===== src/logic/fce_pkg.sv =====
// package: constants and carriers for the fifo cascade expansion controller
package fce_pkg;
  localparam int unsigned NUM_DEV = 2;
  localparam int unsigned DEV_W = 18;
  localparam int unsigned BUS_W = NUM_DEV * DEV_W;
  localparam int unsigned CLK_MHZ = 50;
  localparam int unsigned MRS_NS = 200;
  localparam int unsigned MRS_CYC = (MRS_NS * CLK_MHZ + 999) / 1000;
  localparam int unsigned READ_CLOCK_PERIOD_CYC = 1;
  localparam int unsigned XFER_PERIOD_CYC = 1;
  localparam int unsigned SKEW_EXTRA_CYC = 2;
  localparam int unsigned RIPPLE_CYC =
      (NUM_DEV - 1) * 4 * XFER_PERIOD_CYC + 3 * READ_CLOCK_PERIOD_CYC + SKEW_EXTRA_CYC;
  localparam int unsigned BUBBLE_CYC =
      (NUM_DEV - 1) * 3 * XFER_PERIOD_CYC + 2 * READ_CLOCK_PERIOD_CYC + SKEW_EXTRA_CYC;
  // register byte offsets
  localparam logic [7:0] OFS_CTRL = 8'h00;
  localparam logic [7:0] OFS_STAT = 8'h04;
  localparam logic [7:0] OFS_WDATA_LO = 8'h08;
  localparam logic [7:0] OFS_WDATA_HI = 8'h0C;
  localparam logic [7:0] OFS_RDATA_LO = 8'h10;
  localparam logic [7:0] OFS_RDATA_HI = 8'h14;
  localparam logic [7:0] OFS_IRQ_STAT = 8'h18;
  localparam logic [7:0] OFS_IRQ_MASK = 8'h1C;
  // ctrl fields
  localparam int unsigned CTRL_FALL_THROUGH = 0;
  localparam int unsigned CTRL_RESET_GO = 1;
  localparam int unsigned CTRL_WRITE_GO = 2;
  localparam int unsigned CTRL_READ_GO = 3;
  // irq fields
  localparam int unsigned IRQ_WDONE = 0;
  localparam int unsigned IRQ_RDONE = 1;
  localparam int unsigned IRQ_RESET_DONE = 2;
  localparam int unsigned IRQ_LATE = 3;
  localparam int unsigned IRQ_W = 4;
  localparam logic [31:0] CTRL_RST = 32'h0000_0000;
  localparam logic [IRQ_W-1:0] MASK_RST = 4'h0;

  typedef enum logic [4:0] {
    FCE_IDLE = 5'b00001,
    FCE_MRS = 5'b00010,
    FCE_WRITE = 5'b00100,
    FCE_READ = 5'b01000,
    FCE_READ_HOLD = 5'b10000
  } fce_state_e;

  // per-device pins facing one fifo
  typedef struct packed {
    logic [NUM_DEV-1:0] flag_a_n;
    logic [NUM_DEV-1:0] flag_b_n;
  } fce_flags_s;
endpackage : fce_pkg


===== src/logic/fce_flag_combine.sv =====
// combinational merging of per-device flags into composite flags
`timescale 1ns/1ps
`default_nettype none
module fce_flag_combine
  import fce_pkg::*;
(
  input wire logic fall_through, // mode captured at master reset
  input wire fce_flags_s flags, // empty/full or output/input ready, per device
  output logic rd_avail_n, // composite: low when a word can be read
  output logic wr_avail_n // composite: low when a word can be written
);
  always_comb begin
    if (fall_through) begin
      rd_avail_n = |flags.flag_a_n;
      wr_avail_n = |flags.flag_b_n;
    end else begin
      // low-active empty/full: any device still empty or full keeps the merged flag high
      rd_avail_n = ~(&flags.flag_a_n);
      wr_avail_n = ~(&flags.flag_b_n);
    end
  end
endmodule : fce_flag_combine
`default_nettype wire


===== src/logic/fce_host.sv =====
// host controller driving a width-expanded or depth-expanded fifo array
//
// Notes on behaviour
// device reads asynchronously only in standard mode, never fall-through
// shared control to all devices; composite ready/empty/full flags
// paralleled devices may differ by one cycle on flag changes
// standard mode: AND the low-active empty flags, AND the full flags
// fall-through mode: OR output-ready flags, OR input-ready flags
// two devices side by side concatenate into one wide data bus
// never tie device output controls together; combine through a gate
// all width-paralleled devices have the same depth
// depth expansion only in fall-through; series chain, depths add
// select fall-through at master reset on every chained device
// first word ripples through without reads; read clocks run freely
// device with a word at its output drives output-ready low
// last output-ready low within (N-1)*4 transfer plus 3 read periods
// ripple latency applies only to first word into empty chain
// freed locations bubble back; each device drives input-ready low
// first input-ready low within (N-1)*3 transfer plus 2 write periods
// transfer clock is the faster of the write and read clocks
// allow extra latency cycles when skew requirement is not met
// chain: upstream output-ready to downstream write enable, reverse for read
//
// The implementer's own choices: the register addresses and the APB register port.
`timescale 1ns/1ps
`default_nettype none
module fce_host
  import fce_pkg::*;
#(
  parameter int unsigned N_DEV = NUM_DEV,
  parameter int unsigned W_DEV = DEV_W
)(
  input wire logic clock, // 50 MHz clock, also free-running fifo clocks; see see
  input wire logic rst_n, // asynchronous active-low reset
  input wire logic psel, // apb select
  input wire logic penable, // apb enable
  input wire logic pwrite, // apb direction
  input wire logic [7:0] paddr, // apb byte address
  input wire logic [31:0] pwdata, // apb write data
  output logic [31:0] prdata, // apb read data
  output logic pready, // apb ready
  output logic pslverr, // apb error on unmapped address
  output logic irq, // level interrupt
  output logic master_reset_n, // shared master reset to all devices
  output logic fall_through_timing, // mode strap, held during master reset
  output logic write_en_n, // shared write enable
  output logic read_en_n, // shared read enable
  output logic output_en_n, // shared output enable
  output logic [N_DEV*W_DEV-1:0] input_data_bus, // concatenated device inputs
  input wire logic [N_DEV*W_DEV-1:0] output_data_bus, // concatenated device outputs
  input wire logic [N_DEV-1:0] empty_flag_n, // per device empty or output-ready
  input wire logic [N_DEV-1:0] full_flag_n // per device full or input-ready
);
  // ****************************************
  // registers and state
  // ****************************************
  fce_state_e state_q;
  logic [31:0] ctrl_q;
  logic [N_DEV*W_DEV-1:0] wdata_q;
  logic [N_DEV*W_DEV-1:0] rdata_q;
  logic [IRQ_W-1:0] irq_stat_q;
  logic [IRQ_W-1:0] irq_mask_q;
  logic [IRQ_W-1:0] irq_set;
  logic [15:0] cnt_q;
  logic [15:0] wait_q;
  logic mode_q;
  logic rd_avail_n;
  logic wr_avail_n;
  logic acc;
  logic wr_acc;
  logic rd_acc;
  logic hit;
  logic stat_rd;
  logic cap_q;
  logic cap;
  fce_flags_s flags;

  assign acc = psel & penable;
  assign wr_acc = acc & pwrite;
  assign rd_acc = acc & ~pwrite;
  assign pready = 1'b1;
  assign stat_rd = rd_acc && paddr == OFS_IRQ_STAT;

  always_comb begin
    unique case (paddr)
      OFS_CTRL, OFS_STAT, OFS_WDATA_LO, OFS_WDATA_HI, OFS_RDATA_LO, OFS_RDATA_HI,
      OFS_IRQ_STAT, OFS_IRQ_MASK: hit = 1'b1;
      default: hit = 1'b0;
    endcase
  end
  assign pslverr = acc & ~hit;

  // ****************************************
  // composite flags
  // ****************************************
  assign flags.flag_a_n = empty_flag_n;
  assign flags.flag_b_n = full_flag_n;

  // per-device flags are merged through a gate, never wired together
  fce_flag_combine u_comb (
    .fall_through(mode_q),
    .flags(flags),
    .rd_avail_n(rd_avail_n),
    .wr_avail_n(wr_avail_n)
  );

  // ****************************************
  // apb register writes
  // ****************************************
  always_ff @(posedge clock or negedge rst_n) begin
    if (!rst_n) begin
      ctrl_q <= CTRL_RST;
    end else begin
      if (wr_acc && paddr == OFS_CTRL) begin
        ctrl_q <= pwdata;
      end else begin
        // go bits self-clear once the engine accepts them
        if (state_q == FCE_IDLE) begin
          ctrl_q[CTRL_RESET_GO] <= 1'b0;
          ctrl_q[CTRL_WRITE_GO] <= ctrl_q[CTRL_WRITE_GO] & ctrl_q[CTRL_RESET_GO];
          ctrl_q[CTRL_READ_GO] <= ctrl_q[CTRL_READ_GO] &
              (ctrl_q[CTRL_RESET_GO] | ctrl_q[CTRL_WRITE_GO]);
        end
      end
    end
  end

  always_ff @(posedge clock or negedge rst_n) begin
    if (!rst_n) begin
      wdata_q <= '0;
    end else if (wr_acc && paddr == OFS_WDATA_LO) begin
      wdata_q[31:0] <= pwdata;
    end else if (wr_acc && paddr == OFS_WDATA_HI) begin
      wdata_q[N_DEV*W_DEV-1:32] <= pwdata[N_DEV*W_DEV-33:0];
    end
  end

  always_ff @(posedge clock or negedge rst_n) begin
    if (!rst_n) begin
      irq_mask_q <= MASK_RST;
    end else if (wr_acc && paddr == OFS_IRQ_MASK) begin
      irq_mask_q <= pwdata[IRQ_W-1:0];
    end
  end

  // set wins over the read-to-clear; only bits already shown in prdata are cleared,
  // so an event landing in the setup cycle of the read is not lost
  always_ff @(posedge clock or negedge rst_n) begin
    if (!rst_n) begin
      irq_stat_q <= '0;
    end else begin
      irq_stat_q <= (stat_rd ? irq_stat_q & ~prdata[IRQ_W-1:0] : irq_stat_q) | irq_set;
    end
  end
  assign irq = |(irq_stat_q & irq_mask_q);

  // ****************************************
  // apb read mux
  // ****************************************
  always_ff @(posedge clock or negedge rst_n) begin
    if (!rst_n) begin
      prdata <= '0;
    end else if (psel && !penable && !pwrite) begin
      unique case (paddr)
        OFS_CTRL: prdata <= ctrl_q;
        OFS_STAT: prdata <= {23'h0, state_q, mode_q, ~wr_avail_n, ~rd_avail_n, irq};
        OFS_RDATA_LO: prdata <= rdata_q[31:0];
        OFS_RDATA_HI: prdata <= {{(64-N_DEV*W_DEV){1'b0}}, rdata_q[N_DEV*W_DEV-1:32]};
        OFS_IRQ_STAT: prdata <= {{(32-IRQ_W){1'b0}}, irq_stat_q};
        OFS_IRQ_MASK: prdata <= {{(32-IRQ_W){1'b0}}, irq_mask_q};
        default: prdata <= '0;
      endcase
    end
  end

  // ****************************************
  // device sequencing engine
  // ****************************************
  always_ff @(posedge clock or negedge rst_n) begin
    if (!rst_n) begin
      state_q <= FCE_MRS;
      cnt_q <= '0;
    end else begin
      unique case (state_q)
        FCE_IDLE: begin
          cnt_q <= '0;
          if (ctrl_q[CTRL_RESET_GO]) begin
            state_q <= FCE_MRS;
          end else if (ctrl_q[CTRL_WRITE_GO]) begin
            state_q <= FCE_WRITE;
          end else if (ctrl_q[CTRL_READ_GO]) begin
            state_q <= FCE_READ;
          end
        end
        FCE_MRS: begin
          cnt_q <= cnt_q + 16'h0001;
          if (cnt_q >= 16'(MRS_CYC)) begin
            state_q <= FCE_IDLE;
          end
        end
        // shared enables drive every device at once
        FCE_WRITE: begin
          if (!wr_avail_n) begin
            state_q <= FCE_IDLE;
          end
        end
        FCE_READ: begin
          if (!rd_avail_n) begin
            state_q <= FCE_READ_HOLD;
          end
        end
        FCE_READ_HOLD: state_q <= FCE_IDLE;
        default: state_q <= FCE_IDLE;
      endcase
    end
  end

  // strap and mode are taken from ctrl at each master reset; all devices share them
  always_ff @(posedge clock or negedge rst_n) begin
    if (!rst_n) begin
      mode_q <= 1'b0;
    end else if (state_q == FCE_MRS) begin
      mode_q <= ctrl_q[CTRL_FALL_THROUGH]; // see
    end
  end

  always_ff @(posedge clock or negedge rst_n) begin
    if (!rst_n) begin
      master_reset_n <= 1'b0;
      fall_through_timing <= 1'b0;
      write_en_n <= 1'b1;
      read_en_n <= 1'b1;
      output_en_n <= 1'b1;
      input_data_bus <= '0;
    end else begin
      master_reset_n <= state_q != FCE_MRS;
      fall_through_timing <= state_q == FCE_MRS ? ctrl_q[CTRL_FALL_THROUGH] : mode_q;
      // write only while every device shows room; the slowest device gates it
      write_en_n <= !(state_q == FCE_WRITE && !wr_avail_n); // see
      read_en_n <= !(state_q == FCE_READ && !rd_avail_n); // see
      // one shared strobe set only fills and drains alike when depths match
      output_en_n <= state_q == FCE_MRS;
      input_data_bus <= wdata_q;
    end
  end

  // fall-through shows the head word before the strobe; standard mode shows it
  // only after the strobe edge, so its capture waits one more cycle
  assign cap = state_q == FCE_READ_HOLD ? mode_q : cap_q;

  always_ff @(posedge clock or negedge rst_n) begin
    if (!rst_n) begin
      rdata_q <= '0;
      cap_q <= 1'b0;
    end else begin
      cap_q <= state_q == FCE_READ_HOLD && !mode_q;
      if (cap) begin
        rdata_q <= output_data_bus;
      end
    end
  end

  // ****************************************
  // latency watchdog and events
  // ****************************************
  // counts waits for data or room; budget covers ripple and bubble with skew margin
  always_ff @(posedge clock or negedge rst_n) begin
    if (!rst_n) begin
      wait_q <= '0;
    end else if (state_q == FCE_WRITE || state_q == FCE_READ) begin
      if (wait_q != 16'hFFFF) begin
        wait_q <= wait_q + 16'h0001;
      end
    end else begin
      wait_q <= '0;
    end
  end

  always_comb begin
    irq_set = '0;
    irq_set[IRQ_WDONE] = state_q == FCE_WRITE && !wr_avail_n;
    irq_set[IRQ_RDONE] = cap;
    irq_set[IRQ_RESET_DONE] = state_q == FCE_MRS && cnt_q >= 16'(MRS_CYC);
    // late flag only; a slow chain is not an error, merely over budget
    irq_set[IRQ_LATE] = (state_q == FCE_READ && wait_q == 16'(RIPPLE_CYC)) ||
        (state_q == FCE_WRITE && wait_q == 16'(BUBBLE_CYC)); // see
  end
endmodule : fce_host
`default_nettype wire


===== config.mk =====
export PLATFORM = sky130hd
export DESIGN_NAME = fce_host
export DESIGN_NICKNAME = d
export VERILOG_FILES = /design/src/logic/fce_pkg.sv /design/src/logic/fce_flag_combine.sv /design/src/logic/fce_host.sv
export SDC_FILE = /design/constraint.sdc
export NUM_CORES = 1
export LEC_CHECK = 0
export BUFFER_PORTS_ARGS = -buffer_cell sky130_fd_sc_hd__buf_4
export CAP_MARGIN = 20
export CORE_MARGIN = 8
export CORE_UTILIZATION = 31
export DETAILED_ROUTE_END_ITERATION = 16
export PLACE_DENSITY = 0.59
export SLEW_MARGIN = 40
export SYNTH_ARGS = -nofsm -noshare
export SYNTH_HDL_FRONTEND = slang
export SYNTH_SLANG_ARGS = --single-unit
export TNS_END_PERCENT = 10

===== constraint.sdc =====
create_clock -name clock -period 1.82 [get_ports clock]
set_input_delay 0.364 -clock clock [delete_from_list [all_inputs] [get_ports clock]]
set_output_delay 0.364 -clock clock [all_outputs]
set_load 0.1 [all_outputs]

==> results_dict.tcl, run 1 <==
set metrics [dict create \
    viasPerCell 4.764 \
    synth.avg_cell_area_um2 12.98 \
    drive_gt1_share_pct 42.60 \
    initial_core_util_pct 31.31 \
    yosysSeqAreaShare_pct 60.35 \
    stdcell_area_um2 12630 \
    synthXorXnorAreaFrac_pct 1.136 \
    synth-async-reset-ratio_pct 100.0 \
    synth-seq-cells 223 \
    tightest_slew_ns 0.5193 \
    whs_ns 0.06196 \
    grt_pass1_wl_um 38990 \
    grt_usage_pct 13.65 \
    syn_area_um2 9255 \
    crit_path_end_kind "flop" \
    clkTransAtPathRegs_ns 0.06 \
    antenna_left 0 \
    ios 161 \
    synthTopCellsByArea "dfrtp_1, mux2_2, mux2_4" \
    cts_num_sinks 223 \
    htree_levels 1 \
    synth_simple_gate_area_share_pct 10.34 \
    synthFlopType "dfrtp_1" \
    status "finished with violations" \
    grt_pass1_vias 6781 \
    leakage_nw 6.138 \
    dr.first_iter.drc_count 287 \
    fin_skew_ns 0.01026 \
    grt_overflow_total 0 \
    required_ns 2.23 \
    final_nets 1030 \
    synth_top_family_by_area "multiplexers" \
    cts_buffer_depth 3 \
    critPathCapture "rdata_q[27]$_DFFE_PN0P_" \
    min_period_ns 1.869 \
    clock.fmax_mhz 535.0 \
    syn_inst 713 \
    ir_drop_mv 0.7514 \
    slew_violations 0 \
    slowest_stage "dfrtp_2" \
    ys_types 68 \
    die-area_um2 35640 \
    globalplace.congestion 0.8361 \
    numCtsBuffers 25 \
    synth_fa_ha_area_share_pct 0.5408 \
    reg2reg_from "state_q[3]$_DFFE_PN0P_" \
    worstPathCellList "nor3_4 -> nand3b_1 -> mux2i_4 -> buf_12 -> clkbuf_16 -> mux2_2" \
    startpoint_type "flop" \
    reg2regPathDepth 6 \
    ys_warn_count 0 \
    reg2reg_to "rdata_q[27]$_DFFE_PN0P_" \
    vias 6432 \
    first_pass_iters 5 \
    utilization_pct 42.74 \
    muxShareOfSynthArea_pct 16.20 \
    synth_top_cell_area_share_pct 59.21 \
    max_stage_delay_ns 0.45 \
    routed_wl_um 25400 \
    yosysTopAreaCell "dfrtp_1" \
    period_share_pct 102.7 \
    die_x_um 188.8 \
    diodes 0 \
    antenna_found_initial 0 \
    critPathKind "flop to flop" \
    path_max_fanout 7 \
    dpl.hpwl_um 18090 \
    failed_checks "negative setup slack" \
    grt_max_degree 74 \
    cts_tree "yes" \
    syn_nets 802 \
    slew_headroom_pct 65.23 \
    num_rows 63 \
    ctsRootBufferMaster "clkbuf_16" \
    setup_violations 31 \
    synth-edff-count 0 \
    arrival_ns 2.28 \
    drc 0 \
    synth-compound-area-share_pct 8.733 \
    rsz0062_at_grt "true" \
    power.density_nw_per_um2 929.9 \
    max-cap-violations 0 \
    core-area_um2 29560 \
    hold_viol 0 \
    timing.final.ws_setup_ns -0.04905 \
    placed_cell_area_um2 11410 \
    syn2layout_area_growth_pct 36.51 \
    die_h_um 188.8 \
    hp-class "input port to flop" \
    insertion_delay_ns 0.53 \
    io_buffers 159 \
    wl_per_cell_um 18.81 \
    reg2reg_slack_ns -0.05 \
    startpoint "state_q[3]$_DFFE_PN0P_" \
]
[worst min-delay path by stage]
stage	start	to	slack [ns]	cells after the start
finish	output_data_bus[9]	rdata_q[9]$_DFFE_PN0P_	0.06	2
CTS	output_data_bus[9]	rdata_q[9]$_DFFE_PN0P_	0.04	2
global placement	rst_n	cnt_q[14]$_DFFE_PN0P_	0.20	1
floorplan	rst_n	cap_q$_DFF_PN0_	0.07	0
detailed placement	rst_n	cnt_q[14]$_DFFE_PN0P_	0.20	1
global route	output_data_bus[16]	rdata_q[16]$_DFFE_PN0P_	0.04	2
[cells by family (layout without fill, tap and decap cells)]
| group | count (synthesis) | in the layout |
|---|---|---|
| flops | 223 | 223 |
| mux | 124 | 124 |
| fa+ha+maj | 4 | 4 |
| other cells | 1 | 1 |
| simple gates | 179 | 179 |
| compound gates | 122 | 122 |
| buf+inv | 48 | 295 |
| xor+xnor | 12 | 12 |
[repair_timing]
action | in CTS | in global routing
pin swaps | 0 | 3
endpoints found under the setup margin | 31 | 55
gates cloned | 0 | 3
resized for setup | 7 | 33
hold endpoints to repair | 219 | 0
setup buffers | 0 | 2
hold buffers | 1 | 0
[placed cells by master (no fill, tap or decap), types with 7 or more instances in the layout]
| cell | Yosys | final |
|---|---|---|
| mux2_2 | 72 | 51 |
| xnor2_1 | 8 | 8 |
| o31ai_1 | 7 | 7 |
| buf_12 | 0 | 9 |
| bufinv_16 | 0 | 7 |
| buf_4 | 2 | 218 |
| nand4_1 | 9 | 9 |
| nand3_1 | 17 | 17 |
| mux2_4 | 27 | 48 |
| inv_1 | 12 | 12 |
| o21ai_1 | 22 | 22 |
| o21ai_0 | 25 | 25 |
| mux2i_1 | 17 | 17 |
| nor2_1 | 27 | 27 |
| dfrtp_1 | 219 | 217 |
| clkbuf_16 | 0 | 27 |
| nand2_1 | 68 | 66 |
| a22oi_1 | 26 | 24 |
[worst max-delay path, delay by kind of cell, from the launching register on]
kind	cells	cell delay, ns
flip-flops	1	0.45
multiplexers	2	0.56
buffers and inverters	2	0.34
AND/OR/NAND/NOR	2	0.39
[state kept, by name (all words and copies together) (netlist names), 4 cells and up]
signal,flops
wdata_q,36
prdata,32
irq_stat_q,4
rdata_q,36
state_q,5
input_data_bus,36
ctrl_q,32
wait_q,16
cnt_q,16
irq_mask_q,4
[per-stage QoR]
step,setup WS [ns],TNS [ns],instances,power (W)
2_1_floorplan,-0.01807,-0.4299,713,0.005539
3_3_place_gp,-0.1938,-15.94,1298,0.006005
3_5_place_dp,-0.2404,-18.53,1298,0.006011
4_1_cts,-0.06092,-0.1288,1345,0.01189
5_1_grt,-0.1216,-3.655,1350,0.01218
6_report,-0.04905,-0.4987,1350,0.01175
[where the power goes]
part,switching [W],leakage (nW),internal [W],total [W]
combinational,0.000481,2.68,0.000358,0.000839
clock,0.00209,0.468,0.00371,0.00581
sequential,0.0000590,2.99,0.00505,0.00510
total,0.00263,6.14,0.00912,0.0117
[per-layer routing]
metal | part of all wire, % | track usage (%) | vias to the layer above
met3 | 6.9 | 4.177 | 37
met5 | 0 | 0 | -
met4 | 2.5 | 3.428 | 0
met2 | 46 | 21.98 | 165
met1 | 44 | 17.66 | 3203
li1 | - | - | 3027
[cell usage after synthesis (all sizes together), types with 3 or more instances]
library cell,instances
dfstp,4
nor2b,5
o31ai,7
or3,3
ha,4
mux2i,18
nand3,17
nor2,27
o22ai,4
and4,3
inv,12
a22o,6
nand3b,4
nand4,9
o21ai,47
a2111oi,4
a21oi,7
nor4,11
mux2,105
and3,5
o211ai,3
a211oi,4
dfrtp,219
a22oi,26
nor3,11
nand2,69
a31oi,4
xnor2,8
buf,20
xor2,4
clkbuf,15
and2,3
[layout make-up]
type                            count  area (um2)
Clock buffer                       34       699.4
Clock inverter                     12       261.5
Fill cell                        2741       16930
Inverter                           13       48.80
Multi-Input combinational cell    442        3578
Sequential cell                   223        5590
Tap cell                          390       488.0
Timing Repair Buffer              236        1968
Note: power is estimated with default switching activity, not from simulation.
==> run 2: changes to the inputs <==
- CELL_PAD_IN_SITES_DETAIL_PLACEMENT: not set -> 1
- CELL_PAD_IN_SITES_GLOBAL_PLACEMENT: not set -> 1
- PLACE_DENSITY: 0.59 -> 0.68
==> results_dict.tcl, run 2 (synthesis results as in run 1) <==
set metrics [dict create \
    status "finished with violations" \
    failed_checks "negative setup slack" \
    die_h_um 188.8 \
    cts_buffer_depth 3 \
    syn2layout_area_growth_pct 35.96 \
    mostFrequentLayoutCell "buf_4" \
    timing.final.ws_setup_ns -0.07765 \
    routed_wl_um 26540 \
    rsz0062_at_grt "true" \
    grt_max_degree 64 \
    viasPerCell 4.800 \
    grt_pass1_vias 7478 \
    dpl.hpwl_um 19500 \
    dp_slack_ns -0.2312 \
    cp_num_cells 3 \
    wl_met3_um 1660 \
    seqCellArea_um2 5590 \
    required_ns 1.46 \
    arrival_ns 1.53 \
    wl_met2_um 12950 \
    numCtsBuffers 27 \
    finalPower_w 0.01165 \
    grt_pass1_wl_um 42610 \
    ios 161 \
    path_max_fanout 3 \
    cpLargestDelayFamily "flip-flops" \
    slew_violations 0 \
    max-cap-violations 0 \
    core-area_um2 29560 \
    clkTransAtPathRegs_ns 0.06 \
    vias 6523 \
    io_buffers 159 \
    initial_core_util_pct 31.31 \
    antenna_left 0 \
    clock.fmax_mhz 527.0 \
    ir_drop_mv 1.127 \
    crit_path_end_kind "primary output" \
    setup_violations 17 \
    hp-class "input port to flop" \
    cts_num_sinks 223 \
    ctsRootBufferMaster "clkbuf_16" \
    top_regs "input_data_bus: 36 flops, rdata_q: 36 flops, wdata_q: 36 flops" \
    antenna_found_initial 0 \
    first_pass_iters 4 \
    crit_buf_inv 1 \
    max_stage_delay_ns 0.41 \
    dr.first_iter.drc_count 264 \
    grt_overflow_total 0 \
    diodes 0 \
    globalplace.congestion 0.8046 \
    fin_skew_ns 0.008627 \
    final_cell_mix "buf_4, dfrtp_1, mux2_2" \
    whs_ns 0.05704 \
    min_delay_path_depth 2 \
    fill_cells 3126 \
    insertion_delay_ns 0.53 \
    die_x_um 188.8 \
    min_period_ns 1.898 \
    worstPathCellList "a22oi_2 -> nand2_2 -> buf_12" \
    tns_ns -0.2237 \
    hold_viol 0 \
    drc 0 \
    multiInputGateArea_um2 3530 \
    critPathKind "flop to primary output" \
    leakage_nw 6.055 \
    final_nets 1038 \
    htree_levels 1 \
    cts_tree "yes" \
    drive_gt1_share_pct 43.14 \
    period_share_pct 104.3 \
    num_rows 63 \
    reg2regPathDepth 5 \
    grt_usage_pct 14.86 \
    power.density_nw_per_um2 925.7 \
    die-area_um2 35640 \
    slowest_stage "dfrtp_1" \
    routed.top_layer "met4" \
    met1_length_um 11440 \
    startpoint_type "flop" \
    wl_per_cell_um 19.53 \
]
-- run 2: changes by cell type in the layout (fill, tap and decap cells not counted), moves of 3 or more --
cell | previous run | this run
buf_12 | 9 | 12
buf_4 | 218 | 227
mux2_2 | 51 | 67
mux2_4 | 48 | 32
-- run 2: area by class of cell --
| type | instances | share of cell area [%] |
|---|---|---|
| Sequential cell | 223 | 44.43 |
| Tap cell | 390 | 3.878 |
| Multi-Input combinational cell | 442 | 28.05 |
| Clock buffer | 38 | 6.016 |
| Timing Repair Buffer | 242 | 15.74 |
| Clock inverter | 11 | 1.501 |
| Inverter | 13 | 0.3878 |
-- run 2: timing repair --
| item | 4_1_cts | 5_1_grt |
|---|---|---|
| hold buffers | 1 | 0 |
| endpoints found under the setup margin | 30 | 53 |
| pin swaps | 4 | 10 |
| endpoints found under the hold margin | 35 | 0 |
| gates resized for setup | 8 | 17 |
| setup buffers | 3 | 5 |
-- run 2: power breakdown --
group          switching, W  internal (W)
clock network       0.00209       0.00360
logic              0.000496      0.000358
registers         0.0000577       0.00505
-- run 2: metrics by stage --
step / area [um2] / util, % / std cells
final: 12580 / 42.57 / 1359
after global routing: 12580 / 42.57 / 1359
after CTS: 12470 / 42.18 / 1354
after detailed placement: 11460 / 38.76 / 1301
after global placement: 11460 / 38.76 / 1301
after floorplan: 9264 / - / 713
-- run 2: final timing paths --
kind                                           start                            to  slack [ns]
setup / recovery           irq_mask_q[2]$_DFFE_PN0P_                           irq       -0.08
hold / removal                            pwdata[31]       wdata_q[31]$_DFFE_PN0P_        0.06
setup reg to reg              state_q[1]$_DFFE_PN1P_       rdata_q[30]$_DFFE_PN0P_       -0.02
hold reg to reg              wdata_q[22]$_DFFE_PN0P_  input_data_bus[22]$_DFF_PN0_        0.37
max in group asynchronous                      rst_n       rdata_q[23]$_DFFE_PN0P_        0.84
min in group asynchronous                      rst_n   input_data_bus[4]$_DFF_PN0_        0.31
-- run 2: routing by layer --
layer  vias to the layer above  GRT usage, %
li1                       3034             -
met1                      3328         18.72
met2                       130         25.00
met3                        31         4.251
met4                         0         3.187
met5                         -             0
